`config.mk`:
```
export PLATFORM = sky130hd
export DESIGN_NAME = sepol_top
export DESIGN_NICKNAME = d
export VERILOG_FILES = /design/src/verilog/sepol_pkg.sv /design/src/verilog/sepol_top.sv
export VERILOG_INCLUDE_DIRS = /design/src /design/src/verilog
export SDC_FILE = /design/constraint.sdc
export NUM_CORES = 1
export LEC_CHECK = 0
export ABC_CLOCK_PERIOD_IN_PS = 2500
export BUFFER_PORTS_ARGS = -buffer_cell sky130_fd_sc_hd__buf_2
export CORE_MARGIN = 4
export CORE_UTILIZATION = 40
export DETAILED_ROUTE_END_ITERATION = 6
export GPL_TIMING_DRIVEN = 0
export PLACE_DENSITY_LB_ADDON = 0.08
export SYNTH_ARGS = -nofsm -noshare
export SYNTH_HDL_FRONTEND = slang
export SYNTH_SLANG_ARGS = --single-unit
```
`constraint.sdc`:
```
create_clock -name aclk -period 2.5 [get_ports aclk]
set_clock_uncertainty 0.2 [all_clocks]
set_input_delay 0.125 -clock aclk [delete_from_list [all_inputs] [get_ports aclk]]
set_output_delay 0.125 -clock aclk [all_outputs]
set_load 0.01 [all_outputs]
```
`src/verilog/sepol_defines.svh`:
```
`ifndef SEPOL_DEFINES_SVH
`define SEPOL_DEFINES_SVH

// ------------------------------------------------------------
// Register map (byte addresses) and bus answers
// ------------------------------------------------------------
`define SEPOL_ADDR_W 4
`define SEPOL_CFG_OFS 4'h0
`define SEPOL_CTRL_OFS 4'h4
`define SEPOL_STAT_OFS 4'h8
`define SEPOL_RESP_OKAY 2'h0
`define SEPOL_RESP_SLVERR 2'h2

// ------------------------------------------------------------
// Configuration field values and reset image
// ------------------------------------------------------------
`define SEPOL_SRC_TERMINAL 4'h0
`define SEPOL_SRC_ALWAYS 4'h7
`define SEPOL_CFG_W 7
`define SEPOL_CFG_RST 7'h40
`define SEPOL_CTRL_RESTART_BIT 0
`define SEPOL_STAT_PAD 27'h0
`define SEPOL_CFG_PAD 25'h0

// ------------------------------------------------------------
// Detection run time
// ------------------------------------------------------------
`define SEPOL_DET_TIME_US 1000
`define SEPOL_CLK_MHZ 25
`define SEPOL_DET_CYCLES (`SEPOL_DET_TIME_US * `SEPOL_CLK_MHZ)
`define SEPOL_CNT_W 20
`define SEPOL_CNT_ONE 20'h1

`endif

```
`src/verilog/sepol_pkg.sv`:
```
`include "sepol_defines.svh"

package sepol_pkg;

    // ------------------------------------------------------------
    // Sequencer states
    // ------------------------------------------------------------
    typedef enum logic [1:0] {
        SEPOL_OFF,
        SEPOL_DETECT,
        SEPOL_ON
    } sepol_state_e;

    // ------------------------------------------------------------
    // Configuration word, most significant field first
    // ------------------------------------------------------------
    typedef struct packed {
        logic need_det;
        logic pol_always;
        logic alloc;
        logic [3:0] src;
    } sepol_cfg_s;

    // ------------------------------------------------------------
    // Whole state of the block
    // ------------------------------------------------------------
    typedef struct packed {
        logic [1:0] s1;
        logic [1:0] s2;
        sepol_cfg_s cfg;
        sepol_cfg_s act;
        sepol_state_e state;
        logic [`SEPOL_CNT_W-1:0] cnt;
        logic done;
        logic pwr;
        logic rdy;
        logic det;
        logic aw_got;
        logic w_got;
        logic wstrb0;
        logic [`SEPOL_ADDR_W-1:0] awaddr;
        logic [31:0] wdata;
        logic bvalid;
        logic [1:0] bresp;
        logic rvalid;
        logic [1:0] rresp;
        logic [31:0] rdata;
    } sepol_st_s;

endpackage

```
`src/verilog/sepol_top.sv`:
```
// How it works
// RULE1 - Enable asserted powers the motor; enable removed cuts power and refuses operation.
// RULE2 - Enable source field: 0 takes the terminal, 7 always on; applies at restart.
// RULE3 - A new enable is only taken while the motor is stopped.
// RULE4 - Enable needs main power, no safety block and no alarm.
// RULE5 - With enable always on, power comes up with main power.
// RULE6 - Once the alarm clears, power returns if enable is still in effect.
// RULE7 - Allocation 0: enable assertion starts polarity detection.
// RULE8 - Allocation 0: ready rises after detection, enable stays in effect.
// RULE9 - Allocation 1: motor powered while the polarity request is asserted.
// RULE10 - Detection runs once, on the first request after power-up.
// RULE11 - Allocation 1: detection end removes power and raises ready.
// RULE12 - After detection, further request toggling is ignored.
// RULE13 - Control power restore forgets detection, so it must run again.
// RULE14 - Request set always on starts detection when main power comes.
// RULE15 - Detection is required for incremental scale without hall sensors.
// RULE16 - Host sequencing on ready first should use the separate request input.
// RULE17 - Host asserts enable before any reference, never starts motion by references.
// RULE18 - Ready stays low during an alarm or an active safety block.
`include "sepol_defines.svh"

module sepol_top #(
    parameter int DET_CYCLES = `SEPOL_DET_CYCLES
) (
    input wire logic aclk, // System clock.
    input wire logic aresetn, // Synchronous reset, active low.
    input wire logic [`SEPOL_ADDR_W-1:0] awaddr, // Write address.
    input wire logic awvalid, // Write address valid.
    output logic awready, // Write address ready.
    input wire logic [31:0] wdata, // Write data.
    input wire logic [3:0] wstrb, // Write byte strobes.
    input wire logic wvalid, // Write data valid.
    output logic wready, // Write data ready.
    output logic [1:0] bresp, // Write response.
    output logic bvalid, // Write response valid.
    input wire logic bready, // Write response ready.
    input wire logic [`SEPOL_ADDR_W-1:0] araddr, // Read address.
    input wire logic arvalid, // Read address valid.
    output logic arready, // Read address ready.
    output logic [31:0] rdata, // Read data.
    output logic [1:0] rresp, // Read response.
    output logic rvalid, // Read data valid.
    input wire logic rready, // Read data ready.
    input wire logic servo_enable_in, // Enable terminal, asynchronous.
    input wire logic polarity_detect_req, // Detection request terminal, asynchronous.
    input wire logic main_power_ok, // Main circuit power present.
    input wire logic hardwired_safety_block, // Safety block in effect.
    input wire logic alarm_active, // Servo alarm present.
    input wire logic motor_moving, // Motor not at standstill.
    output logic motor_power, // Motor energised.
    output logic servo_ready, // Drive ready for operation.
    output logic detecting // Polarity detection running.
);

    // ------------------------------------------------------------
    // Constants and state
    // ------------------------------------------------------------
    localparam logic [`SEPOL_CNT_W-1:0] DET_LAST = `SEPOL_CNT_W'(DET_CYCLES - 1);

    sepol_pkg::sepol_st_s q_ff;
    sepol_pkg::sepol_st_s nxt_q;
    logic restart;
    logic ok;
    logic en_eff;
    logic det_req;
    logic need;

    // Handshake outputs are decoded from the held flags.
    assign awready = !q_ff.aw_got && !q_ff.bvalid;
    assign wready = !q_ff.w_got && !q_ff.bvalid;
    assign arready = !q_ff.rvalid;

    // Data and status outputs come straight from flip-flops.
    assign bvalid = q_ff.bvalid;
    assign bresp = q_ff.bresp;
    assign rvalid = q_ff.rvalid;
    assign rresp = q_ff.rresp;
    assign rdata = q_ff.rdata;
    assign motor_power = q_ff.pwr;
    assign servo_ready = q_ff.rdy;
    assign detecting = q_ff.det;

    // ------------------------------------------------------------
    // Qualifiers seen by the sequencer
    // ------------------------------------------------------------

    // Only the second synchroniser stage is read here.
    always_comb begin
        ok = main_power_ok && !hardwired_safety_block && !alarm_active; // RULE4
        en_eff = (q_ff.act.src == `SEPOL_SRC_ALWAYS) || q_ff.s2[1]; // RULE2
        if (q_ff.act.alloc) begin
            det_req = q_ff.act.pol_always || q_ff.s2[0]; // RULE9 RULE14
        end else begin
            det_req = en_eff; // RULE7
        end
        need = q_ff.act.need_det && !q_ff.done; // RULE15
    end

    // ------------------------------------------------------------
    // Next state
    // ------------------------------------------------------------

    // One process covers the bus slave and the sequencer, so the restart
    // command and the sequencer can never fight over the same fields.
    always_comb begin
        nxt_q = q_ff;
        restart = 1'b0;
        nxt_q.s1 = {servo_enable_in, polarity_detect_req};
        nxt_q.s2 = q_ff.s1;

        // Address and data are taken in either order and held.
        if (awvalid && awready) begin
            nxt_q.aw_got = 1'b1;
            nxt_q.awaddr = awaddr;
        end
        if (wvalid && wready) begin
            nxt_q.w_got = 1'b1;
            nxt_q.wdata = wdata;
            nxt_q.wstrb0 = wstrb[0];
        end

        // The write lands once both halves are held; only lane 0 matters.
        if (q_ff.aw_got && q_ff.w_got) begin
            nxt_q.aw_got = 1'b0;
            nxt_q.w_got = 1'b0;
            nxt_q.bvalid = 1'b1;
            nxt_q.bresp = `SEPOL_RESP_OKAY;
            if (q_ff.awaddr == `SEPOL_CFG_OFS) begin
                if (q_ff.wstrb0) begin
                    nxt_q.cfg = sepol_pkg::sepol_cfg_s'(q_ff.wdata[`SEPOL_CFG_W-1:0]);
                end
            end else if (q_ff.awaddr == `SEPOL_CTRL_OFS) begin
                restart = q_ff.wstrb0 && q_ff.wdata[`SEPOL_CTRL_RESTART_BIT];
            end else if (q_ff.awaddr != `SEPOL_STAT_OFS) begin
                nxt_q.bresp = `SEPOL_RESP_SLVERR;
            end
        end
        if (q_ff.bvalid && bready) begin
            nxt_q.bvalid = 1'b0;
        end

        // Reads answer one cycle after the address is taken.
        if (arvalid && arready) begin
            nxt_q.rvalid = 1'b1;
            nxt_q.rresp = `SEPOL_RESP_OKAY;
            if (araddr == `SEPOL_CFG_OFS) begin
                nxt_q.rdata = {`SEPOL_CFG_PAD, q_ff.cfg};
            end else if (araddr == `SEPOL_CTRL_OFS) begin
                nxt_q.rdata = 32'h0;
            end else if (araddr == `SEPOL_STAT_OFS) begin
                nxt_q.rdata = {`SEPOL_STAT_PAD, en_eff, q_ff.done, q_ff.det,
                               q_ff.rdy, q_ff.pwr};
            end else begin
                nxt_q.rdata = 32'h0;
                nxt_q.rresp = `SEPOL_RESP_SLVERR;
            end
        end else if (q_ff.rvalid && rready) begin
            nxt_q.rvalid = 1'b0;
        end

        // Sequencer.
        case (q_ff.state)
            sepol_pkg::SEPOL_OFF: begin
                // Enable is only taken at standstill; this also brings
                // power back once an alarm clears.
                if (ok && !motor_moving) begin // RULE3 RULE4 RULE6
                    if (need) begin
                        if (det_req) begin // RULE7 RULE10 RULE14
                            nxt_q.state = sepol_pkg::SEPOL_DETECT;
                            nxt_q.cnt = '0;
                        end
                    end else if (en_eff) begin // RULE1 RULE5
                        nxt_q.state = sepol_pkg::SEPOL_ON;
                    end
                end
            end
            sepol_pkg::SEPOL_DETECT: begin
                // A dropped enable aborts in allocation 0; in allocation 1
                // the run finishes once started.
                if (!ok || (!q_ff.act.alloc && !en_eff)) begin // RULE1 RULE4
                    nxt_q.state = sepol_pkg::SEPOL_OFF;
                end else if (q_ff.cnt == DET_LAST) begin
                    nxt_q.done = 1'b1; // RULE10 RULE12
                    if (q_ff.act.alloc) begin
                        nxt_q.state = sepol_pkg::SEPOL_OFF; // RULE11
                    end else begin
                        nxt_q.state = sepol_pkg::SEPOL_ON; // RULE8
                    end
                end else begin
                    nxt_q.cnt = q_ff.cnt + `SEPOL_CNT_ONE;
                end
            end
            sepol_pkg::SEPOL_ON: begin
                if (!ok || !en_eff) begin // RULE1 RULE4
                    nxt_q.state = sepol_pkg::SEPOL_OFF;
                end
            end
            default: begin
                nxt_q.state = sepol_pkg::SEPOL_OFF;
            end
        endcase

        // Restart stands for control power restore: new settings apply
        // and the detection result is forgotten.
        if (restart) begin
            nxt_q.act = q_ff.cfg; // RULE2
            nxt_q.done = 1'b0; // RULE13
            nxt_q.state = sepol_pkg::SEPOL_OFF;
        end

        nxt_q.pwr = nxt_q.state != sepol_pkg::SEPOL_OFF;
        nxt_q.det = nxt_q.state == sepol_pkg::SEPOL_DETECT;
        nxt_q.rdy = ok && (!nxt_q.act.need_det || nxt_q.done); // RULE8 RULE11 RULE18
    end

    // ------------------------------------------------------------
    // State register
    // ------------------------------------------------------------

    // Reset loads constants only; the config defaults to terminal enable.
    always_ff @(posedge aclk) begin
        if (!aresetn) begin
            q_ff <= '0;
            q_ff.cfg <= sepol_pkg::sepol_cfg_s'(`SEPOL_CFG_RST);
            q_ff.act <= sepol_pkg::sepol_cfg_s'(`SEPOL_CFG_RST);
        end else begin
            q_ff <= nxt_q;
        end
    end
endmodule

```
==> results.md <==
- Ranked by total cell area, the synthesized netlist is headed by dfxtp_1, buf_4, mux2i_1.
- The endpoint of the worst setup timing path is motor_power.
- In this run the tightest slew margin relative to its limit is 0.452.
- The number of cells on the worst reg-to-reg path is 6.
- The clock passes through at most 2 buffers.
- The sequential cell area fraction in the yosys report is 0.399.
- The per-cell via count in the routed design is 5.07.
- The achievable frequency is 418 MHz.
- Counting flops and latches in the post-synthesis netlist gives 69.
- Pin placement for this block handled 101 I/O pins.
- The startpoint identified for the worst register-to-register timing path is q_ff[81].
- Averaged over all synthesized cells, the footprint is 8.73 um^2.
- The cell count of the worst hold path is 4.
- The total of warnings raised by yosys is 0.
- The root cell of the clock tree is clkbuf_8.
- The slew at the pin with the worst max-slew slack is 820 ps.
- The number of standard-cell rows in the floorplan is 33.
- The final number of hold-violating endpoints came to 0.
- In this run, synthesis inferred 0 flip-flops with an integrated enable.
- The via count of the first global-routing pass is 2981.
- In this design, the stage delay of the slowest critical-path cell is 470 ps.
- The final worst hold slack is 68.3 ps.
- In this run the worst setup path begins at q_ff[81].
- The dominant cell type by area after synthesis is dfxtp_1.
- The dominant synthesized flop cell is dfxtp_1.
- In this run the tool buffered the top-level ports with 44 buffer cells.
- Setup violations remaining at the end of the flow were counted as 0.
- The pre-CTS worst setup slack is -152 ps.
- Global routing finished with a remaining overflow of 0.
- At the end of routability-driven placement, the weighted congestion stood at 0.821.
- The setup slack on the worst flop-to-flop path is 110 ps.
- The wire length of the first global-routing pass is 14.3 mm.
- Leaving out fill and tap cells, the most frequent cell in the layout is dfxtp_1.
- After detailed routing, the number of remaining DRC violations is 0.
- The H-tree was split into 3 levels.
- The type of element capturing the critical path is a register.
- The number of distinct library cells after synthesis is 62.
- The overall routing resource usage is 0.176.
- The kind of start point of the critical path is a register.
- The number of inserted filler cells in the final layout is 825.
- The diode insertion count for antenna repair is 0.
- The post-layout minimum cycle time is 2390 ps.
- The synthesis-to-finish area growth is 26.6%.
- At the later pin of the worst-skew pair, clock insertion delay measures 340 ps.
- Leaving out fill and tap cells, the most frequent cells in the layout are dfxtp_1, buf_2, nand2_1.
- Counting every sink on the clock net gives 69.
- In the post-route analysis, the smallest setup slack over all paths is 108 ps.
- The floorplan step defined a die boundary enclosing 10200 um^2.
- The tightest min-delay check is of the input port to register type.
- At the worst endpoint, the arrival time is 2470 ps.
- The count of antenna-violating nets left after detailed routing is 0.
- The HPWL after detailed placement is 6.29 mm.
- The endpoint identified for the worst register-to-register timing path is motor_power.
- In this run the standard cell core region covers 8340 um^2.
- The share of synthesized area in the top cell type comes to 0.399.
- The portion of the clock cycle consumed by the worst path in the final layout is 0.957.
- TritonCTS built the clock tree.
- The flow ran to the end, and the final reports show no timing, DRC or antenna violations.
- The number of max-cap violations is 0.
- The die is 101 um wide.
- After the last flow step, the layout net total stands at 560.
- The initial standard-cell utilization of the core is 0.416.
- Summing every instance area after synthesis gives 3470 um^2.
- The slowest stage of the critical path belongs to the cell or4_4.
- The number of antenna violations at the first check in global routing is 0.
- Wires add up to 8.76 mm.
- After clock tree synthesis, the clock-pin slew on the worst setup and hold paths is 80 ps.
- After detailed routing, the average wire length per cell comes to 14.3 um.
- Measured along the y axis, the die boundary spans 101 um.
- Data on the critical path is required at its endpoint by 2580 ps.
- The first TritonRoute pass finished after 4 iterations.
- Power spread over the standard cell area amounts to 525 nW/um^2.
- The count of final max-slew check failures was 0.
- The setup path with the least slack is of type register to register.
- Along the worst path, the maximum fanout reaches 5.
- The static leakage is 1.78 nW.
- The maximum number of pins on one net before global-route repair is 15.
- For this block, the initial DRC count from the detailed router was 81.
- In this run, CTS created clock tree buffers numbering 9.
- The critical path goes through ha_1 > nand4_1 > nand4b_1 > or4_4 > a2111oi_4 > a21o_1.
- Synthesis produced 397 cells.
- The routed layout has 3103 vias.
- The worst vdd rail ir drop is 0.000352 V.
- The share of flip-flops with an asynchronous set or reset after synthesis is 0.
- Of the cells placed in the final design, the portion with a size suffix greater than 1 is 0.245.
[metrics by stage]
stage          power [mW]  setup TNS, ps  utilization  area [um^2]  instances
6_report             2.30              0        0.526         4390        612
5_1_grt              2.41         -0.680        0.526         4390        612
4_1_cts              2.33              0        0.522         4350        610
3_5_place_dp         1.36           -574        0.469         3920        572
3_3_place_gp         1.36           -450        0.469         3920        572
2_1_floorplan        1.30              0            -         3560        423
[critical path, delay by kind of cell, from the launching register on]
family | cells | cell delay, ps
and+or+nand+nor | 3 | 1000
AOI/OAI and AO/OA | 2 | 480
adders and majority gates | 1 | 270
DFF | 1 | 400
[sequential cells by signal, indices dropped and copies added (netlist names)]
signal and flops:
motor_power 1, rresp 1, q_ff 53, bresp 1, detecting 1, bvalid 1, rdata 7, nxt_q 2
servo_ready 1, rvalid 1
[Yosys cell counts (all sizes together), types with 4 or more instances]
cell,number
or4,5
nand4,7
nor2b,4
o21ai,4
buf,42
mux2i,22
clkbuf,17
o221a,4
inv,8
nor4,5
a21oi,27
dfxtp,69
o22ai,4
nand3,14
nor3,12
a31oi,4
nor2,38
nand2,39
a211oi,12
and2,9
o211ai,4
[cell type report]
| cell class | count | area (um^2) | area share |
|---|---|---|---|
| plain buffers | 58 | 373 | 0.0850 |
| clock buffers | 9 | 124 | 0.0282 |
| clock inverters | 7 | 82.6 | 0.0188 |
| inverters | 8 | 30.0 | 0.00685 |
| multi-input cells | 287 | 1790 | 0.408 |
| flip-flops and latches | 69 | 1380 | 0.315 |
| well taps | 105 | 131 | 0.0299 |
| repair buffers | 69 | 475 | 0.108 |
[report_power, final]
group          internal [mW]  total [mW]  switching (mW)  leakage [nW]
clock                  0.476       0.940           0.464        0.0984
sequential              1.12        1.14          0.0165         0.560
combinational          0.109       0.224           0.116          1.12
[routing by layer]
| metal | track usage | vias up | routed length, um |
|---|---|---|---|
| met5 | 0 | - | 0 |
| met4 | 0.0409 | 0 | 57 |
| met3 | 0.0450 | 4 | 350 |
| met2 | 0.294 | 74 | 4290 |
| met1 | 0.227 | 1449 | 4050 |
| li1 | - | 1576 | - |
[timing repair]
item,in CTS,in global routing
hold buffers,22,0
pin swaps,0,2
endpoints found under the hold margin,19,0
endpoints found under the setup margin,8,8
setup buffers,0,3
gates resized for setup,2,4
[logic make-up (layout without fill, tap and decap cells)]
logic type,Yosys count,count (layout),share of synthesized area
multiplexers,23,23,0.0668
buffers and inverters,67,151,0.117
AND/OR/NAND/NOR,154,154,0.242
adder cells (fa/ha/maj),1,1,0.00361
other,1,27,0.00108
XOR/XNOR,1,1,0.00253
flip-flops,69,69,0.399
AO/OA/AOI/OAI,81,81,0.169
[how the worst min path moves through the flow]
stage	from	endpoint	slack, ps
finish	motor_moving	q_ff[102]	70
global route	arvalid	rresp[1]	70
CTS	arvalid	rresp[1]	50
detailed placement	rready	rvalid	120
global placement	rready	rvalid	110
floorplan	rready	rvalid	20
Note: power is estimated with default switching activity, not from simulation.
